--- src/cegn_map.vh ---
// constants of the clock enable and internal clock generator block
// assumes a 10 MHz system clock and a 32-bit AXI4-Lite register port
`ifndef CEGN_MAP_VH
`define CEGN_MAP_VH

// register byte offsets
`define CEGN_OFS_CTRL 8'h00
`define CEGN_OFS_CONF 8'h04
`define CEGN_OFS_MULT 8'h08
`define CEGN_OFS_STAT 8'h0C
`define CEGN_OFS_CODE 8'h10

// control register fields
`define CEGN_CTRL_INT_ON 0
`define CEGN_CTRL_EXT_ON 1
`define CEGN_CTRL_BUS_EXT 2
`define CEGN_CTRL_RST 3'h0

// configuration register fields
`define CEGN_CONF_EXT_ALLOWED 0
`define CEGN_CONF_CRYSTAL 1
`define CEGN_CONF_IN_STOP 2
`define CEGN_CONF_RST 3'h0

// status register fields
`define CEGN_STAT_INT_EN 0
`define CEGN_STAT_EXT_EN 1
`define CEGN_STAT_STABLE 2
`define CEGN_STAT_PORT_A 3
`define CEGN_STAT_PORT_B 4
`define CEGN_STAT_STOP 5

// multiplier and oscillator code
`define CEGN_MULT_RST 7'h01
`define CEGN_CODE_RST 12'h780
`define CEGN_CODE_MAX 12'h9FF
`define CEGN_CODE_TOP 12'hFFF
`define CEGN_DIVCTL_SLOWEST 4'h9

// timing: nominal base frequency against the system clock
`define CEGN_CLK_FREQ_HZ 10000000
`define CEGN_NOM_FREQ_HZ 307200
`define CEGN_NOM_CYCLES (`CEGN_CLK_FREQ_HZ / `CEGN_NOM_FREQ_HZ)

// frequency error bands in percent, and correction steps
`define CEGN_BAND_LOW_WIDE 85
`define CEGN_BAND_LOW_NEAR 95
`define CEGN_BAND_HIGH_NEAR 105
`define CEGN_BAND_HIGH_WIDE 115
`define CEGN_STEP_WIDE 12'h020
`define CEGN_STEP_MID 12'h008
`define CEGN_STEP_FINE 12'h001

// controlled oscillator model: period = min + (code >> shift)
`define CEGN_OSC_MIN_PERIOD 8'h02
`define CEGN_OSC_SHIFT 6

// axi responses
`define CEGN_RESP_OKAY 2'b00
`define CEGN_RESP_SLVERR 2'b10

`endif

--- src/cegn_dco.v ---
// controlled oscillator: one-cycle tick whose spacing follows the 12-bit code
// assumes enable comes from the clock enable logic; code is held by the loop filter
`timescale 1ns/1ps
`include "cegn_map.vh"

module cegn_ctrl_osc (
  input wire clk,
  input wire resetn,
  input wire enable,
  input wire [11:0] code,
  output reg tick
);

  reg [7:0] count;
  wire [11:0] effCode;
  wire [7:0] period;

  // divider codes above nine behave as the slowest setting
  assign effCode = (code[11:8] > `CEGN_DIVCTL_SLOWEST) ? {`CEGN_DIVCTL_SLOWEST, code[7:0]} : code;
  assign period = `CEGN_OSC_MIN_PERIOD + effCode[11:`CEGN_OSC_SHIFT];

  always @(posedge clk or negedge resetn) begin
    if (!resetn) begin
      count <= 8'h00;
      tick <= 1'b0;
    end else if (!enable) begin
      count <= 8'h00;
      tick <= 1'b0;
    end else if (count >= period - 8'h01) begin
      count <= 8'h00;
      tick <= 1'b1;
    end else begin
      count <= count + 8'h01;
      tick <= 1'b0;
    end
  end

endmodule // cegn_ctrl_osc

--- src/cegn_modn.v ---
// modulo N divider: turns the fast tick into the base tick
// assumes inTick is a one-cycle pulse; N of zero or one passes it straight
`timescale 1ns/1ps
`include "cegn_map.vh"

module cegn_modn #(
  parameter WIDTH = 7
) (
  input wire clk,
  input wire resetn,
  input wire enable,
  input wire [WIDTH-1:0] factor,
  input wire inTick,
  output reg outTick
);

  reg [WIDTH-1:0] count;
  wire bypass;

  assign bypass = (factor <= {{(WIDTH-1){1'b0}}, 1'b1});

  always @(posedge clk or negedge resetn) begin
    if (!resetn) begin
      count <= {WIDTH{1'b0}};
      outTick <= 1'b0;
    end else if (!enable) begin
      count <= {WIDTH{1'b0}};
      outTick <= 1'b0;
    end else if (bypass) begin
      count <= {WIDTH{1'b0}};
      outTick <= inTick;
    end else if (inTick) begin
      if (count >= factor - {{(WIDTH-1){1'b0}}, 1'b1}) begin
        count <= {WIDTH{1'b0}};
        outTick <= 1'b1;
      end else begin
        count <= count + {{(WIDTH-1){1'b0}}, 1'b1};
        outTick <= 1'b0;
      end
    end else begin
      outTick <= 1'b0;
    end
  end

endmodule // cegn_modn

--- src/cegn_clock_enable.v ---
// clock enable logic, internal clock generator loop and clock outputs
// assumes one 10 MHz clock; every generated clock is a one-cycle enable pulse
// assumes the stop request and the oscillator pin are synchronous to clk
//
// Added by the designer: the register offsets and register access over AXI4-Lite.
`timescale 1ns/1ps
`include "cegn_map.vh"

//////////////////////////////////////////////////////////////////////////////
// Contract
// bus rate is oscillator/4 and generator/2
// stop without keep-bit asserts stop, halting clocks
// keep-bit set keeps clocks running in stop
// internal enable equals on-bit and not stop
// internal disabled holds fast and base clocks low
// external enable is on-bit and not stop
// external on-bit settable only when allowed
// pin A port enable is inverse on-bit
// pin B port off when on-bit and crystal
// base nominal, fast is N times base
// oscillator period set by 12-bit code
// divider makes base from fast by N
// N of zero or one bypasses divider
// comparator checks base against nominal, feeds filter
// timebase uses external clock when available
// software selects bus clock source
// filter steps code by error-sized correction
// divider codes above nine act as nine
// error within five percent sets stable flag
// leaving stop releases stop, enables follow bits
module cegn_clock_enable #(
  parameter ADDR_WIDTH = 8,
  parameter MULT_WIDTH = 7
) (
  input wire clk,
  input wire resetn,
  input wire [ADDR_WIDTH-1:0] s_axi_awaddr,
  input wire s_axi_awvalid,
  output wire s_axi_awready,
  input wire [31:0] s_axi_wdata,
  input wire [3:0] s_axi_wstrb,
  input wire s_axi_wvalid,
  output wire s_axi_wready,
  output reg [1:0] s_axi_bresp,
  output reg s_axi_bvalid,
  input wire s_axi_bready,
  input wire [ADDR_WIDTH-1:0] s_axi_araddr,
  input wire s_axi_arvalid,
  output wire s_axi_arready,
  output reg [31:0] s_axi_rdata,
  output reg [1:0] s_axi_rresp,
  output reg s_axi_rvalid,
  input wire s_axi_rready,
  input wire stopMode,
  input wire extClockPin,
  output wire moduleStopSignal,
  output wire internalGeneratorEnable,
  output wire externalGeneratorEnable,
  output wire portPinAEnable,
  output wire portPinBEnable,
  output wire internalFastClock,
  output wire baseClock,
  output reg externalClockOut,
  output reg oscillatorOutputClock,
  output reg generatorOutputClock,
  output reg busClockEnable,
  output reg timebaseClock,
  output reg filterStableFlag
);

  //////////////////////////////////////////////////////////////////////////////
  // registers

  reg internalGeneratorOnBit;
  reg externalGeneratorOnBit;
  reg busSourceExternal;
  reg externalClockAllowedConfig;
  reg crystalEnableConfig;
  reg clocksInStopConfig;
  reg [MULT_WIDTH-1:0] multiplierRegister;
  reg [11:0] oscillatorCode;
  localparam [2:0] CTRL_RESET = `CEGN_CTRL_RST;

  function [2:0] regIndex;
    input [ADDR_WIDTH-1:0] addr;
    begin
      case (addr)
        `CEGN_OFS_CTRL: regIndex = 3'd1;
        `CEGN_OFS_CONF: regIndex = 3'd2;
        `CEGN_OFS_MULT: regIndex = 3'd3;
        `CEGN_OFS_STAT: regIndex = 3'd4;
        `CEGN_OFS_CODE: regIndex = 3'd5;
        default: regIndex = 3'd0;
      endcase
    end
  endfunction

  //////////////////////////////////////////////////////////////////////////////
  // clock enable circuit

  assign moduleStopSignal = stopMode & ~clocksInStopConfig;
  assign internalGeneratorEnable = internalGeneratorOnBit & ~moduleStopSignal;
  assign externalGeneratorEnable = externalGeneratorOnBit & ~moduleStopSignal;
  // the port enables ignore stop so the oscillator pins stay claimed while stopped
  assign portPinAEnable = ~externalGeneratorOnBit;
  assign portPinBEnable = ~(externalGeneratorOnBit & crystalEnableConfig);

  //////////////////////////////////////////////////////////////////////////////
  // axi4-lite write path

  reg awTaken;
  reg wTaken;
  reg [ADDR_WIDTH-1:0] awAddrHeld;
  reg [31:0] wDataHeld;
  reg [3:0] wStrbHeld;
  wire writeGo;

  assign s_axi_awready = ~awTaken & ~s_axi_bvalid;
  assign s_axi_wready = ~wTaken & ~s_axi_bvalid;
  assign writeGo = awTaken & wTaken & ~s_axi_bvalid;

  always @(posedge clk or negedge resetn) begin
    if (!resetn) begin
      awTaken <= 1'b0;
      wTaken <= 1'b0;
      awAddrHeld <= {ADDR_WIDTH{1'b0}};
      wDataHeld <= 32'h0000_0000;
      wStrbHeld <= 4'h0;
      s_axi_bvalid <= 1'b0;
      s_axi_bresp <= `CEGN_RESP_OKAY;
    end else begin
      if (s_axi_awvalid && s_axi_awready) begin
        awTaken <= 1'b1;
        awAddrHeld <= s_axi_awaddr;
      end
      if (s_axi_wvalid && s_axi_wready) begin
        wTaken <= 1'b1;
        wDataHeld <= s_axi_wdata;
        wStrbHeld <= s_axi_wstrb;
      end
      if (writeGo) begin
        awTaken <= 1'b0;
        wTaken <= 1'b0;
        s_axi_bvalid <= 1'b1;
        s_axi_bresp <= (regIndex(awAddrHeld) == 3'd0) ? `CEGN_RESP_SLVERR : `CEGN_RESP_OKAY;
      end else if (s_axi_bvalid && s_axi_bready) begin
        s_axi_bvalid <= 1'b0;
      end
    end
  end

  // only byte lane 0 carries register bits
  always @(posedge clk or negedge resetn) begin
    if (!resetn) begin
      internalGeneratorOnBit <= CTRL_RESET[`CEGN_CTRL_INT_ON];
      externalGeneratorOnBit <= 1'b0;
      busSourceExternal <= 1'b0;
      externalClockAllowedConfig <= 1'b0;
      crystalEnableConfig <= 1'b0;
      clocksInStopConfig <= 1'b0;
      multiplierRegister <= `CEGN_MULT_RST;
    end else if (writeGo && wStrbHeld[0]) begin
      case (regIndex(awAddrHeld))
        3'd1: begin
          internalGeneratorOnBit <= wDataHeld[`CEGN_CTRL_INT_ON];
          externalGeneratorOnBit <= wDataHeld[`CEGN_CTRL_EXT_ON] & externalClockAllowedConfig;
          busSourceExternal <= wDataHeld[`CEGN_CTRL_BUS_EXT];
        end
        3'd2: begin
          externalClockAllowedConfig <= wDataHeld[`CEGN_CONF_EXT_ALLOWED];
          crystalEnableConfig <= wDataHeld[`CEGN_CONF_CRYSTAL];
          clocksInStopConfig <= wDataHeld[`CEGN_CONF_IN_STOP];
        end
        3'd3: begin
          multiplierRegister <= wDataHeld[MULT_WIDTH-1:0];
        end
        default: begin
        end
      endcase
    end
  end

  //////////////////////////////////////////////////////////////////////////////
  // axi4-lite read path

  reg [31:0] readValue;

  assign s_axi_arready = ~s_axi_rvalid;

  always @* begin
    readValue = 32'h0000_0000;
    case (regIndex(s_axi_araddr))
      3'd1: begin
        readValue[`CEGN_CTRL_INT_ON] = internalGeneratorOnBit;
        readValue[`CEGN_CTRL_EXT_ON] = externalGeneratorOnBit;
        readValue[`CEGN_CTRL_BUS_EXT] = busSourceExternal;
      end
      3'd2: begin
        readValue[`CEGN_CONF_EXT_ALLOWED] = externalClockAllowedConfig;
        readValue[`CEGN_CONF_CRYSTAL] = crystalEnableConfig;
        readValue[`CEGN_CONF_IN_STOP] = clocksInStopConfig;
      end
      3'd3: readValue[MULT_WIDTH-1:0] = multiplierRegister;
      3'd4: begin
        readValue[`CEGN_STAT_INT_EN] = internalGeneratorEnable;
        readValue[`CEGN_STAT_EXT_EN] = externalGeneratorEnable;
        readValue[`CEGN_STAT_STABLE] = filterStableFlag;
        readValue[`CEGN_STAT_PORT_A] = portPinAEnable;
        readValue[`CEGN_STAT_PORT_B] = portPinBEnable;
        readValue[`CEGN_STAT_STOP] = moduleStopSignal;
      end
      3'd5: readValue[11:0] = oscillatorCode;
      default: readValue = 32'h0000_0000;
    endcase
  end

  always @(posedge clk or negedge resetn) begin
    if (!resetn) begin
      s_axi_rvalid <= 1'b0;
      s_axi_rdata <= 32'h0000_0000;
      s_axi_rresp <= `CEGN_RESP_OKAY;
    end else if (s_axi_arvalid && s_axi_arready) begin
      s_axi_rvalid <= 1'b1;
      s_axi_rdata <= readValue;
      s_axi_rresp <= (regIndex(s_axi_araddr) == 3'd0) ? `CEGN_RESP_SLVERR : `CEGN_RESP_OKAY;
    end else if (s_axi_rvalid && s_axi_rready) begin
      s_axi_rvalid <= 1'b0;
    end
  end

  //////////////////////////////////////////////////////////////////////////////
  // internal generator: oscillator and modulo N divider

  cegn_ctrl_osc cegn_ctrl_osc_inst (
    .clk(clk),
    .resetn(resetn),
    .enable(internalGeneratorEnable),
    .code(oscillatorCode),
    .tick(internalFastClock)
  );

  cegn_modn #(
    .WIDTH(MULT_WIDTH)
  ) cegn_modn_inst (
    .clk(clk),
    .resetn(resetn),
    .enable(internalGeneratorEnable),
    .factor(multiplierRegister),
    .inTick(internalFastClock),
    .outTick(baseClock)
  );

  //////////////////////////////////////////////////////////////////////////////
  // frequency comparator and loop filter

  reg [15:0] periodCount;
  reg periodValid;
  wire [15:0] period;
  wire [23:0] scaledPeriod;
  wire [23:0] nomScaled;
  wire [31:0] nomFull;
  reg [11:0] nextCode;
  reg nextStable;

  // the base period in system cycles stands in for the voltage comparison
  assign period = periodCount + 16'h0001;
  assign scaledPeriod = {8'h00, period};
  assign nomFull = (`CEGN_NOM_CYCLES) * 100;
  assign nomScaled = nomFull[23:0];

  // frequency ratio nom/period against each band edge; a longer period means a slow base clock
  always @* begin
    nextCode = oscillatorCode;
    nextStable = 1'b0;
    if (nomScaled < scaledPeriod * `CEGN_BAND_LOW_WIDE) begin
      nextCode = (oscillatorCode < `CEGN_STEP_WIDE) ? 12'h000 : oscillatorCode - `CEGN_STEP_WIDE;
    end else if (nomScaled < scaledPeriod * `CEGN_BAND_LOW_NEAR) begin
      nextCode = (oscillatorCode < `CEGN_STEP_MID) ? 12'h000 : oscillatorCode - `CEGN_STEP_MID;
    end else if (nomScaled < scaledPeriod * 100) begin
      nextCode = (oscillatorCode < `CEGN_STEP_FINE) ? 12'h000 : oscillatorCode - `CEGN_STEP_FINE;
      nextStable = 1'b1;
    end else if (nomScaled == scaledPeriod * 100) begin
      nextStable = 1'b1;
    end else if (nomScaled < scaledPeriod * `CEGN_BAND_HIGH_NEAR) begin
      nextCode = (oscillatorCode > `CEGN_CODE_TOP - `CEGN_STEP_FINE) ? `CEGN_CODE_TOP :
                 oscillatorCode + `CEGN_STEP_FINE;
      nextStable = 1'b1;
    end else if (nomScaled < scaledPeriod * `CEGN_BAND_HIGH_WIDE) begin
      nextCode = (oscillatorCode > `CEGN_CODE_TOP - `CEGN_STEP_MID) ? `CEGN_CODE_TOP :
                 oscillatorCode + `CEGN_STEP_MID;
    end else begin
      nextCode = (oscillatorCode > `CEGN_CODE_TOP - `CEGN_STEP_WIDE) ? `CEGN_CODE_TOP :
                 oscillatorCode + `CEGN_STEP_WIDE;
    end
  end

  // the code saturates instead of wrapping, so an overshoot past the valid top recovers by stepping down
  always @(posedge clk or negedge resetn) begin
    if (!resetn) begin
      periodCount <= 16'h0000;
      periodValid <= 1'b0;
      oscillatorCode <= `CEGN_CODE_RST;
      filterStableFlag <= 1'b0;
    end else if (!internalGeneratorEnable) begin
      periodCount <= 16'h0000;
      periodValid <= 1'b0;
      filterStableFlag <= 1'b0;
    end else if (baseClock) begin
      periodCount <= 16'h0000;
      periodValid <= 1'b1;
      if (periodValid) begin
        oscillatorCode <= nextCode;
        filterStableFlag <= nextStable;
      end
    end else if (periodCount != 16'hFFFF) begin
      periodCount <= periodCount + 16'h0001;
    end
  end

  //////////////////////////////////////////////////////////////////////////////
  // external clock path and clock selection

  reg extPinPrev;
  reg [1:0] oscPhase;
  wire sourceTick;

  always @(posedge clk or negedge resetn) begin
    if (!resetn) begin
      extPinPrev <= 1'b0;
      externalClockOut <= 1'b0;
    end else begin
      extPinPrev <= extClockPin;
      externalClockOut <= externalGeneratorEnable & extClockPin & ~extPinPrev;
    end
  end

  assign sourceTick = busSourceExternal ? externalClockOut : internalFastClock;

  always @(posedge clk or negedge resetn) begin
    if (!resetn) begin
      oscPhase <= 2'b00;
      oscillatorOutputClock <= 1'b0;
      generatorOutputClock <= 1'b0;
      busClockEnable <= 1'b0;
      timebaseClock <= 1'b0;
    end else begin
      oscillatorOutputClock <= sourceTick;
      generatorOutputClock <= sourceTick & oscPhase[0];
      busClockEnable <= sourceTick & (oscPhase == 2'b11);
      if (sourceTick) begin
        oscPhase <= oscPhase + 2'b01;
      end
      timebaseClock <= externalGeneratorEnable ? externalClockOut : internalFastClock;
    end
  end

endmodule // cegn_clock_enable

--- config.mk ---
export PLATFORM = sky130hd
export DESIGN_NAME = cegn_clock_enable
export DESIGN_NICKNAME = d
export VERILOG_FILES = /design/src/cegn_dco.v /design/src/cegn_modn.v /design/src/cegn_clock_enable.v
export VERILOG_INCLUDE_DIRS = /design/src
export SDC_FILE = /design/constraint.sdc
export NUM_CORES = 1
export LEC_CHECK = 0
export BUFFER_PORTS_ARGS = -buffer_cell sky130_fd_sc_hd__buf_2
export CAP_MARGIN = 20
export CORE_MARGIN = 8
export CORE_UTILIZATION = 65
export DETAILED_ROUTE_END_ITERATION = 7
export GPL_ROUTABILITY_DRIVEN = 0
export PLACE_DENSITY = 0.85
export SYNTH_ARGS = -nofsm -noshare
export SYNTH_HDL_FRONTEND = slang
export SYNTH_HIERARCHICAL = 1
export SYNTH_SLANG_ARGS = --single-unit
--- constraint.sdc ---
create_clock -name clk -period 11.7 [get_ports clk]
set_input_delay 0.585 -clock clk [delete_from_list [all_inputs] [get_ports clk]]
set_output_delay 0.585 -clock clk [all_outputs]
set_load 0.005 [all_outputs]
# Word-level counts from Yosys, hierarchy flattened
# Index checks and enable logic that the tools add are counted.
classes:
  n_addsub: 13
  order_cmp: 15
  mux: 59
  bitwise: 22
  eq_ne: 24
  n_reduce_logical: 19
  mul: 5
op_table:
  columns: ["operator", "n"]
  rows:
  - ["12-bit 2-to-1 mux", 13]
  - ["12-bit by 23-bit less-than comparator with 1-bit output (first input constant)", 4]
  - ["16-bit by 7-bit multiplier with 23-bit output (second input constant)", 4]
  - ["16-bit 2-to-1 mux", 3]
  - ["3-bit one-hot mux with 5 select lines", 3]
  - ["12-bit > comparator (second input constant)", 3]
  - ["8-bit by 4-bit equality test with 1-bit output (second input constant)", 4]
  - ["12-bit by 31-bit less-than comparator with 1-bit output (first input constant)", 1]
  - ["7-bit 2-to-1 mux", 4]
  - ["1-bit 2-to-1 mux", 26]
  - ["10-bit by 21-bit equality test with 1-bit output (first input constant)", 1]
  - ["16-bit by 5-bit multiplier with 21-bit output (second input constant)", 1]
  - ["16-bit by 1-bit adder with 16-bit output (second input constant)", 1]
  - ["8-bit by 3-bit equality test with 1-bit output (second input constant)", 2]
  - ["8-bit by 5-bit equality test with 1-bit output (second input constant)", 2]
  - ["8-bit logical NOT", 2]
  - ["8-bit 2-to-1 mux", 2]
  - ["16-bit != test (second input constant)", 1]
  - ["1-bit AND", 13]
  - ["12-bit by 1-bit adder with 12-bit output (second input constant)", 1]
  - ["12-bit by 4-bit adder with 12-bit output (second input constant)", 1]
  - ["12-bit by 6-bit adder with 12-bit output (second input constant)", 1]
  - ["3-bit by 2-bit equality test with 1-bit output (second input constant)", 4]
  - ["12-bit by 1-bit less-than comparator with 1-bit output (second input constant)", 1]
  - ["other kinds (33)", 59]
totals:
  register_bits: 104
  out_inout_bits: 54

# Longest topological paths before layout
# Gate-level depths: netlist of run 1.
logic_depth:
  depth_word: 11
  ltp_mapped: 31

# By module
# The synthesis of run 1 kept the hierarchy.
modules_own_cells:
  columns: ["mod", "instances", "area_per_inst_um2", "cells_each", "seq_area_each_um2"]
  rows:
  - ["cegn_clock_enable", 1, 16199.3, 1973, 2133.3]
  - ["cegn_modn", 1, 719.4, 80, 200.2]
  - ["cegn_ctrl_osc", 1, 675.6, 70, 225.2]

# Least setup slack after synthesis of run 1
# No wires, ideal clock.
synth_path:
  kind: "register to register"
  from: "reg periodCount[1]"
  to: "reg oscillatorCode[0]"
  slack_ns: 3.873
  arrival_time_ns: 7.748
  required_ns: 11.621
  path_stages_with_launch: 28
  period_less_slack_ns: 7.827
  n_path_buf: 2
  setup_ns: 0.079
  path_cell_list: "dfrtp_1 -> ha_1 -> nand3_1 -> nor2_1 -> and3_1 -> and3_1 -> xnor2_1 -> clkinv_1 -> fa_1 -> fa_1 -> fa_1 -> inv_1 -> fa_1 -> inv_1 -> ha_1 -> clkbuf_1 -> nand2_1 -> nor2_1 -> o21ai_1 -> o31ai_2 -> mux2i_1 -> a2111oi_2 -> nand4_1 -> nand2b_4 -> buf_6 -> or4_1 -> o2111a_1 -> mux2i_1"
synth_between:
  elab_chain_cells: 9
  word_cells_on_any_way: 20
synth_lines:
  columns: ["item", "line", "source"]
  rows:
  - ["start, declared", "cegn_clock_enable.v:256", "reg [15:0] periodCount;"]
  - ["start signal, assigned", "cegn_clock_enable.v:316", "periodCount <= periodCount + 16'h0001;"]
  - ["16-bit by 1-bit adder with 16-bit output (*)", "cegn_clock_enable.v:266", "assign period = periodCount + 16'h0001;"]
  - ["16-bit by 7-bit multiplier with 23-bit output (no line)", null, null]
  - ["12-bit by 23-bit less-than comparator with 1-bit output (no line)", null, null]
  - ["12-bit 2-to-1 mux", "cegn_clock_enable.v:288", "end else if (nomScaled < scaledPeriod * `CEGN_BAND_HIGH_WIDE) begin"]
  - ["12-bit 2-to-1 mux", "cegn_clock_enable.v:284", "end else if (nomScaled < scaledPeriod * `CEGN_BAND_HIGH_NEAR) begin"]
  - ["12-bit 2-to-1 mux", "cegn_clock_enable.v:282", "end else if (nomScaled == scaledPeriod * 100) begin"]
  - ["12-bit 2-to-1 mux", "cegn_clock_enable.v:279", "end else if (nomScaled < scaledPeriod * 100) begin"]
  - ["12-bit 2-to-1 mux", "cegn_clock_enable.v:277", "end else if (nomScaled < scaledPeriod * `CEGN_BAND_LOW_NEAR) begin"]
  - ["12-bit 2-to-1 mux", "cegn_clock_enable.v:275", "if (nomScaled < scaledPeriod * `CEGN_BAND_LOW_WIDE) begin"]
  - ["end signal, assigned", "cegn_clock_enable.v:302", "oscillatorCode <= `CEGN_CODE_RST;"]
  - ["end signal, assigned", "cegn_clock_enable.v:312", "oscillatorCode <= nextCode;"]
  - ["end, declared", "cegn_clock_enable.v:81", "reg [11:0] oscillatorCode;"]
# Every way passes the cells marked *; elsewhere a longest branch is shown, timed or not. The select of a mux whose other input is x is not followed.
# A chain may end at the register's enable or synchronous reset.

# Worst setup path after layout of run 1
layout_path:
  from: "reg periodCount[0]"
  to: "reg oscillatorCode[11]"
# Same word-level chain as after synthesis.

==> results.py, run 1 <==
metrics = {
    "status": {
        "outcome": "complete, but fails checks",
        "violations": "design-rule violations",
    },
    "clocking": {
        "cts_num_sinks": 102,
        "cts.htree.levels": 3,
        "cts_made_buffers": 9,
        "cts_max_path_buffers": 2,
        "postCtsSetupBuffers": 0,
        "cts_resized": 0,
        "clk-insertion-delay-late_ns": 0.38,
        "postCtsHoldBufs": 0,
        "cts.clk_slew.worst_paths_ns": 0.08,
        "cts_tree": "done",
        "cts_root_buf": "clkbuf_16",
    },
    "synth": {
        "synth_area_leader_cell": "ha_1",
        "synth_cells": 2123,
        "synth_cell_type_count": 103,
        "avgSynthCellArea_um2": 8.288,
        "yosys-top-cells-area": "ha_1 (19%), dfrtp_1 (14%), fa_1 (12%), inv_1 (6.4%), xnor2_1 (4.5%)",
        "synth-seq-cells": 102,
        "netlist_area_um2": 17590,
        "ys_warn_count": 6,
        "synth_seq_area_share": 0.1454,
        "synth_top_flop_cell": "dfrtp_1",
        "async_flop_share": 1.000,
        "synth_edf_count": 0,
        "synth_top_area_frac": 0.1877,
    },
    "critical_path": {
        "rr_worst_depth": 26,
        "cp.required_ns": 11.96,
        "crit_end": "oscillatorCode[11]",
        "reg2reg_setup_slack_ns": 3.30,
        "worstReg2RegEnd": "oscillatorCode[11]",
        "cp-start-kind": "flop",
        "crit_type": "flop to flop",
        "cp.arrival_ns": 8.66,
        "cp-end-kind": "flop",
        "startpoint": "periodCount[0]",
        "reg2reg_from": "periodCount[0]",
        "cp_max_fo": 14,
    },
    "cells_and_area": {
        "fin_util": 0.6915,
        "layout_common_cells": "inv_1 (298), ha_1 (264), nand2_1 (146), nor2_1 (129), a21oi_1 (111)",
        "multi_input_area_um2": 13630,
        "layout-drive-gt1-share": 0.08591,
        "num_antenna_cells": 0,
        "final.fill_count": 2034,
        "layout_commonest_cell": "inv_1",
        "area_growth_pct": 5.326,
        "fin_nets": 2588,
        "regArea_um2": 2559,
    },
    "detailed_routing": {
        "drt-initial-drc-count": 1600,
        "antenna_left": 0,
        "vias": 16190,
        "viasPerCell": 6.460,
        "wl_per_cell_um": 18.45,
        "routed_wl_um": 46240,
        "first_pass_iters": 8,
        "drc_errors": 1,
    },
    "sta": {
        "setup_slack_ns": 3.302,
        "worstMarginPinSlew_ns": 1.031,
        "setup_tns_ns": 0,
        "hold_viol_final": 0,
        "rsz0062_at_grt": "no",
        "post-route-period-util": 0.7178,
        "final_max_slew_viol_count": 0,
        "finalClockSkew_ns": 0.01137,
        "finalSetupViolCount": 0,
        "relSlewSlack": 0.3030,
        "holdWs_ns": 0.1404,
        "layout_min_cycle_time_ns": 8.398,
        "fmax_mhz": 119.1,
    },
    "place": {
        "portBuffers": 64,
        "place_ws_ns": 3.497,
        "dp_hpwl_um": 36820,
    },
    "floorplanning": {
        "start_util": 0.6565,
        "io_pins": 115,
        "row_count": 60,
        "die_y_um": 180.5,
        "die_w_um": 180.5,
        "core-area_um2": 26800,
        "dieArea_um2": 32590,
    },
    "pwr": {
        "power_mw": 0.9413,
        "vdd.ir_drop.worst_v": 0.00006529,
        "p_leak_nw": 9.817,
        "power_density_nw_per_um2": 50.79,
    },
    "global_routing": {
        "grt_usage": 0.2799,
        "antenna_found_initial": 0,
        "overflow": 0,
        "grt_pass1_wl_um": 76370,
        "grt_max_degree": 72,
        "grt_pass1_vias": 15770,
    },
    "run": {
        "drv_cap": 0,
    },
    "hold_path": {
        "hold_path.class": "input port to asynchronous set/reset pin",
    },
}
report_power, final:
group          total, mW  internal, mW  switching [mW]
Sequential         0.425         0.394          0.0316
Clock              0.340         0.178           0.161
Combinational      0.176        0.0835          0.0927
area by class of cell:
type	count	share of cell area
clock buffers	10	0.01290
inverters	305	0.06178
well taps	341	0.02302
multi-input cells	1661	0.7353
flip-flops and latches	102	0.1381
clock inverters	6	0.004726
repair buffers	81	0.02417
logic make-up after synthesis:
group,synth area share
compound gates,0.1931
xor+xnor,0.06571
fa+ha+maj,0.3049
buf+inv,0.08711
flops,0.1454
mux,0.03243
other cells,0.0004268
simple gates,0.1709
registers in the layout, summed over array words and instances, names as in the netlist, 7 cells and up:
register                  cells
s_axi_rdata                  12
periodCount                  16
awAddrHeld                    8
wDataHeld                     7
oscillatorCode               12
cegn_ctrl_osc_inst/count      8
cegn_modn_inst/count          7
multiplierRegister            7
worst min path at each step:
| stage | start | end | slack (ns) |
|---|---|---|---|
| after floorplan | resetn | awAddrHeld[0] | 0.29 |
| final | resetn | cegn_ctrl_osc_inst/count[2] | 0.14 |
| after global placement | extPinPrev | externalClockOut | 0.39 |
| after detailed placement | extPinPrev | externalClockOut | 0.39 |
| after global routing | resetn | oscillatorCode[11] | 0.17 |
| after CTS | resetn | oscillatorCode[11] | 0.15 |
cells in the mapped netlist (6+ instances only):
master and instances:
o22ai_1 8, xnor2_1 91, xor2_1 41, nand2_1 146
mux2_2 30, a221oi_1 8, nand2b_1 24, o211ai_1 23
nor3_1 47, a21oi_1 111, nor2_1 129, o21ai_0 108
a211o_1 9, o31ai_1 13, buf_4 22, clkbuf_1 41
o21a_1 22, o221ai_1 8, ha_1 264, and3_1 23
a211oi_1 18, nand3_1 55, o21ai_1 13, buf_2 10
a22o_1 6, a22oi_1 7, nand4_1 22, nor3b_1 13
mux2i_1 21, nand3b_1 12, dfrtp_1 97, nor4_1 18
nor2b_1 17, or3_1 11, o21bai_1 7, a31oi_1 20
and2_1 10, inv_1 298, a21o_1 41, or2_2 16
a2111oi_0 12, fa_1 103, and4_1 6
metrics by stage:
stage,cell area (um2),std cells
after detailed placement,18200,2489
after CTS,18530,2505
after global routing,18530,2506
final,18530,2506
after global placement,18200,2489
after floorplan,17670,2144
worst max-delay path: stages (launching register included):
cell and delay, ns:
dfrtp_1 0.57, inv_1 0.22, or3_1 0.45, nor2_1 0.35
nand2_1 0.19, nor2_1 0.21, xnor2_2 0.10, buf_4 0.23
fa_1 0.61, inv_1 0.07, fa_1 0.47, fa_1 0.55
inv_1 0.05, fa_1 0.50, inv_1 0.04, ha_1 0.38
a211oi_1 0.31, o21ai_0 0.14, a22oi_1 0.22, o31ai_2 0.14
mux2i_1 0.18, a2111oi_2 0.39, nand4_1 0.69, o31a_1 0.72
a41o_1 0.27, o21ai_0 0.12, o21ai_1 0.11
routing by layer:
metal  global-route usage  part of all wire
met1               0.3405              0.40
met3              0.04960             0.080
met2               0.4771              0.48
met5                    0                 0
met4               0.1286             0.040
(Power assumes the default switching activity.)
==> run 2: changes to the inputs <==
CORE_UTILIZATION = 64   (was 65)
PLACE_DENSITY = 0.84   (was 0.85)
clock period = 8 ns   (was 11.7 ns; I/O delays follow)
==> run 2 against run 1 <==
  * The run now ends clean
  * Via count increased by 0.31%
  * Maximum frequency up 9.7%
  * Critical path depth is 1 higher
  * Sequential cell count unchanged
  * Core utilization increased by 0.13 points
  * Largest cell class unchanged
  * Combinational power rose by 48%
  * Die area grew 1.4%
  * Largest power group unchanged
  * Non-clock buffer count is 11 higher
  * Global-route usage down 0.32 points
  * Count of clock-buffer cells in the layout did not move
==> results.py, run 2 (synthesized netlist as in run 1, its figures left out) <==
metrics = {
    "cells_and_area": {
        "regArea_um2": 2560,
        "layout_commonest_cell": "inv_1",
        "layout-drive-gt1-share": 0.09375,
        "largest-register": "periodCount",
        "layout_common_cells": "inv_1 (297), ha_1 (264), nand2_1 (146), nor2_1 (128), a21oi_1 (111)",
        "final.fill_count": 1987,
        "multi_input_area_um2": 13660,
        "largest_reg_flops": 16,
        "fin_cells": 2517,
        "fin_nets": 2599,
        "largestRegisters": "periodCount x16, oscillatorCode x12, s_axi_rdata x12",
        "num_antenna_cells": 0,
        "area_growth_pct": 6.109,
    },
    "global_routing": {
        "grt_use_met2": 0.4567,
        "antenna_found_initial": 0,
        "grt_max_degree": 82,
        "grt_usage": 0.2768,
        "overflow": 0,
        "grt_pass1_vias": 15460,
        "busiest_layer": "met2",
        "grt_pass1_wl_um": 76350,
        "grtUsageMet1": 0.3524,
        "met3_usage": 0.04770,
    },
    "sta": {
        "layout_min_cycle_time_ns": 7.657,
        "fmax_mhz": 130.6,
        "finalSetupViolCount": 0,
        "rsz0062_at_grt": "no",
        "final_max_slew_viol_count": 0,
        "setup_tns_ns": 0,
        "worstMarginPinSlew_ns": 0.7664,
        "post-route-period-util": 0.9572,
        "relSlewSlack": 0.4854,
        "finalClockSkew_ns": 0.008285,
        "hold_viol_final": 0,
    },
    "hold_path": {
        "hp-start": "extClockPin",
        "hold_path.class": "input port to flop",
    },
    "place": {
        "dp_hpwl_um": 37680,
        "dp_cells": 2498,
        "portBuffers": 64,
    },
    "pwr": {
        "p_comb_frac": 0.192,
        "swShare": 0.2963,
        "p_switching_mw": 0.4024,
        "pwr-share-seq": 0.458,
        "p_leak_nw": 9.886,
        "power_frac_clock": 0.350,
        "vdd.ir_drop.worst_v": 0.00009247,
        "power_density_nw_per_um2": 72.75,
        "p_int_mw": 0.9557,
    },
    "run": {
        "drv_cap": 0,
    },
    "clocking": {
        "clk-insertion-delay-late_ns": 0.36,
        "cts_made_buffers": 9,
        "cts_root_buf": "clkbuf_16",
        "cts.htree.levels": 3,
        "cts.clk_slew.worst_paths_ns": 0.08,
        "cts_max_path_buffers": 2,
        "cts_num_sinks": 102,
        "cts_tree": "done",
    },
    "critical_path": {
        "crit_type": "flop to flop",
        "cp.arrival_ns": 7.94,
        "cp-start-kind": "flop",
        "crit_path_frequent_cell": "inv_1",
        "critical_path.max_stage_delay_ns": 0.65,
        "startpoint": "periodCount[1]",
        "cp-end-kind": "flop",
        "path_buf_inv": 5,
        "cp_max_fo": 8,
        "cp.required_ns": 8.29,
        "reg2reg_from": "periodCount[1]",
        "cp_top_family": "adder cells",
        "slowest_stage": "fa_1",
    },
    "floorplanning": {
        "die_y_um": 181.8,
        "io_pins": 115,
        "core-area_um2": 26950,
        "die_w_um": 181.8,
        "dieArea_um2": 33050,
        "start_util": 0.6528,
        "row_count": 60,
    },
    "detailed_routing": {
        "antenna_left": 0,
        "routed_wl_um": 47260,
        "wl_per_cell_um": 18.78,
        "first_pass_iters": 6,
        "drt-initial-drc-count": 1843,
        "vias": 16240,
        "drc_errors": 0,
        "viasPerCell": 6.452,
    },
    "status": {
        "outcome": "finished clean",
    },
}
## run 2: final cells by class
class                   instances  area share
clock buffers                  10     0.01280
clock inverters                 6    0.004021
inverters                     305     0.06152
multi-input cells            1661      0.7319
flip-flops and latches        102      0.1371
well taps                     341     0.02285
repair buffers                 92     0.02982
## run 2: power groups by stage
stage | Clock [mW] | Sequential (mW) | Combinational, mW
after detailed placement | 0 | 0.632 | 0.257
after CTS | 0.477 | 0.622 | 0.258
after global placement | 0 | 0.629 | 0.243
after floorplan | 0 | 0.618 | 0.193
final | 0.475 | 0.622 | 0.260
after global routing | 0.491 | 0.631 | 0.289
## run 2: layer usage
layer	up-vias	part of all wire	routed length (um)
met5	-	0	0
met1	7611	0.40	19100
li1	7522	-	-
met3	176	0.093	4418
met2	931	0.46	21710
met4	0	0.043	2028
## run 2: through the flow
stage                     hold WS, ns    util  area, um2  power (mW)  worst slack (ns)
after floorplan                0.1044       -      17670      0.8108            0.1731
after global placement         0.3223  0.6778      18270      0.8724            0.3758
after detailed placement       0.3230  0.6778      18270      0.8887            0.2507
after CTS                      0.1423  0.6898      18590       1.357            0.1957
after global routing           0.1520  0.6927      18670       1.411          0.004637
final                          0.1501  0.6927      18670       1.358            0.3426
## run 2: what timing repair did
action | CTS | global route
hold endpoints to repair | 21 | 0
buffers inserted | 0 | 0
hold buffers | 1 | 0
setup endpoints to repair | 0 | 12
gates resized for setup | 0 | 11
## run 2: final timing paths
| kind | endpoint | slack [ns] | cells after the start |
|---|---|---|---|
| worst min-delay path | extPinPrev | 0.15 | 1 |
| worst min register to register | externalClockOut | 0.44 | 1 |
| max in group asynchronous | multiplierRegister[0] | 6.58 | 4 |
| worst max-delay path | oscillatorCode[0] | 0.34 | 27 |
| min in group asynchronous | oscillatorCode[3] | 0.49 | 2 |
| worst max register to register | oscillatorCode[0] | 0.34 | 27 |
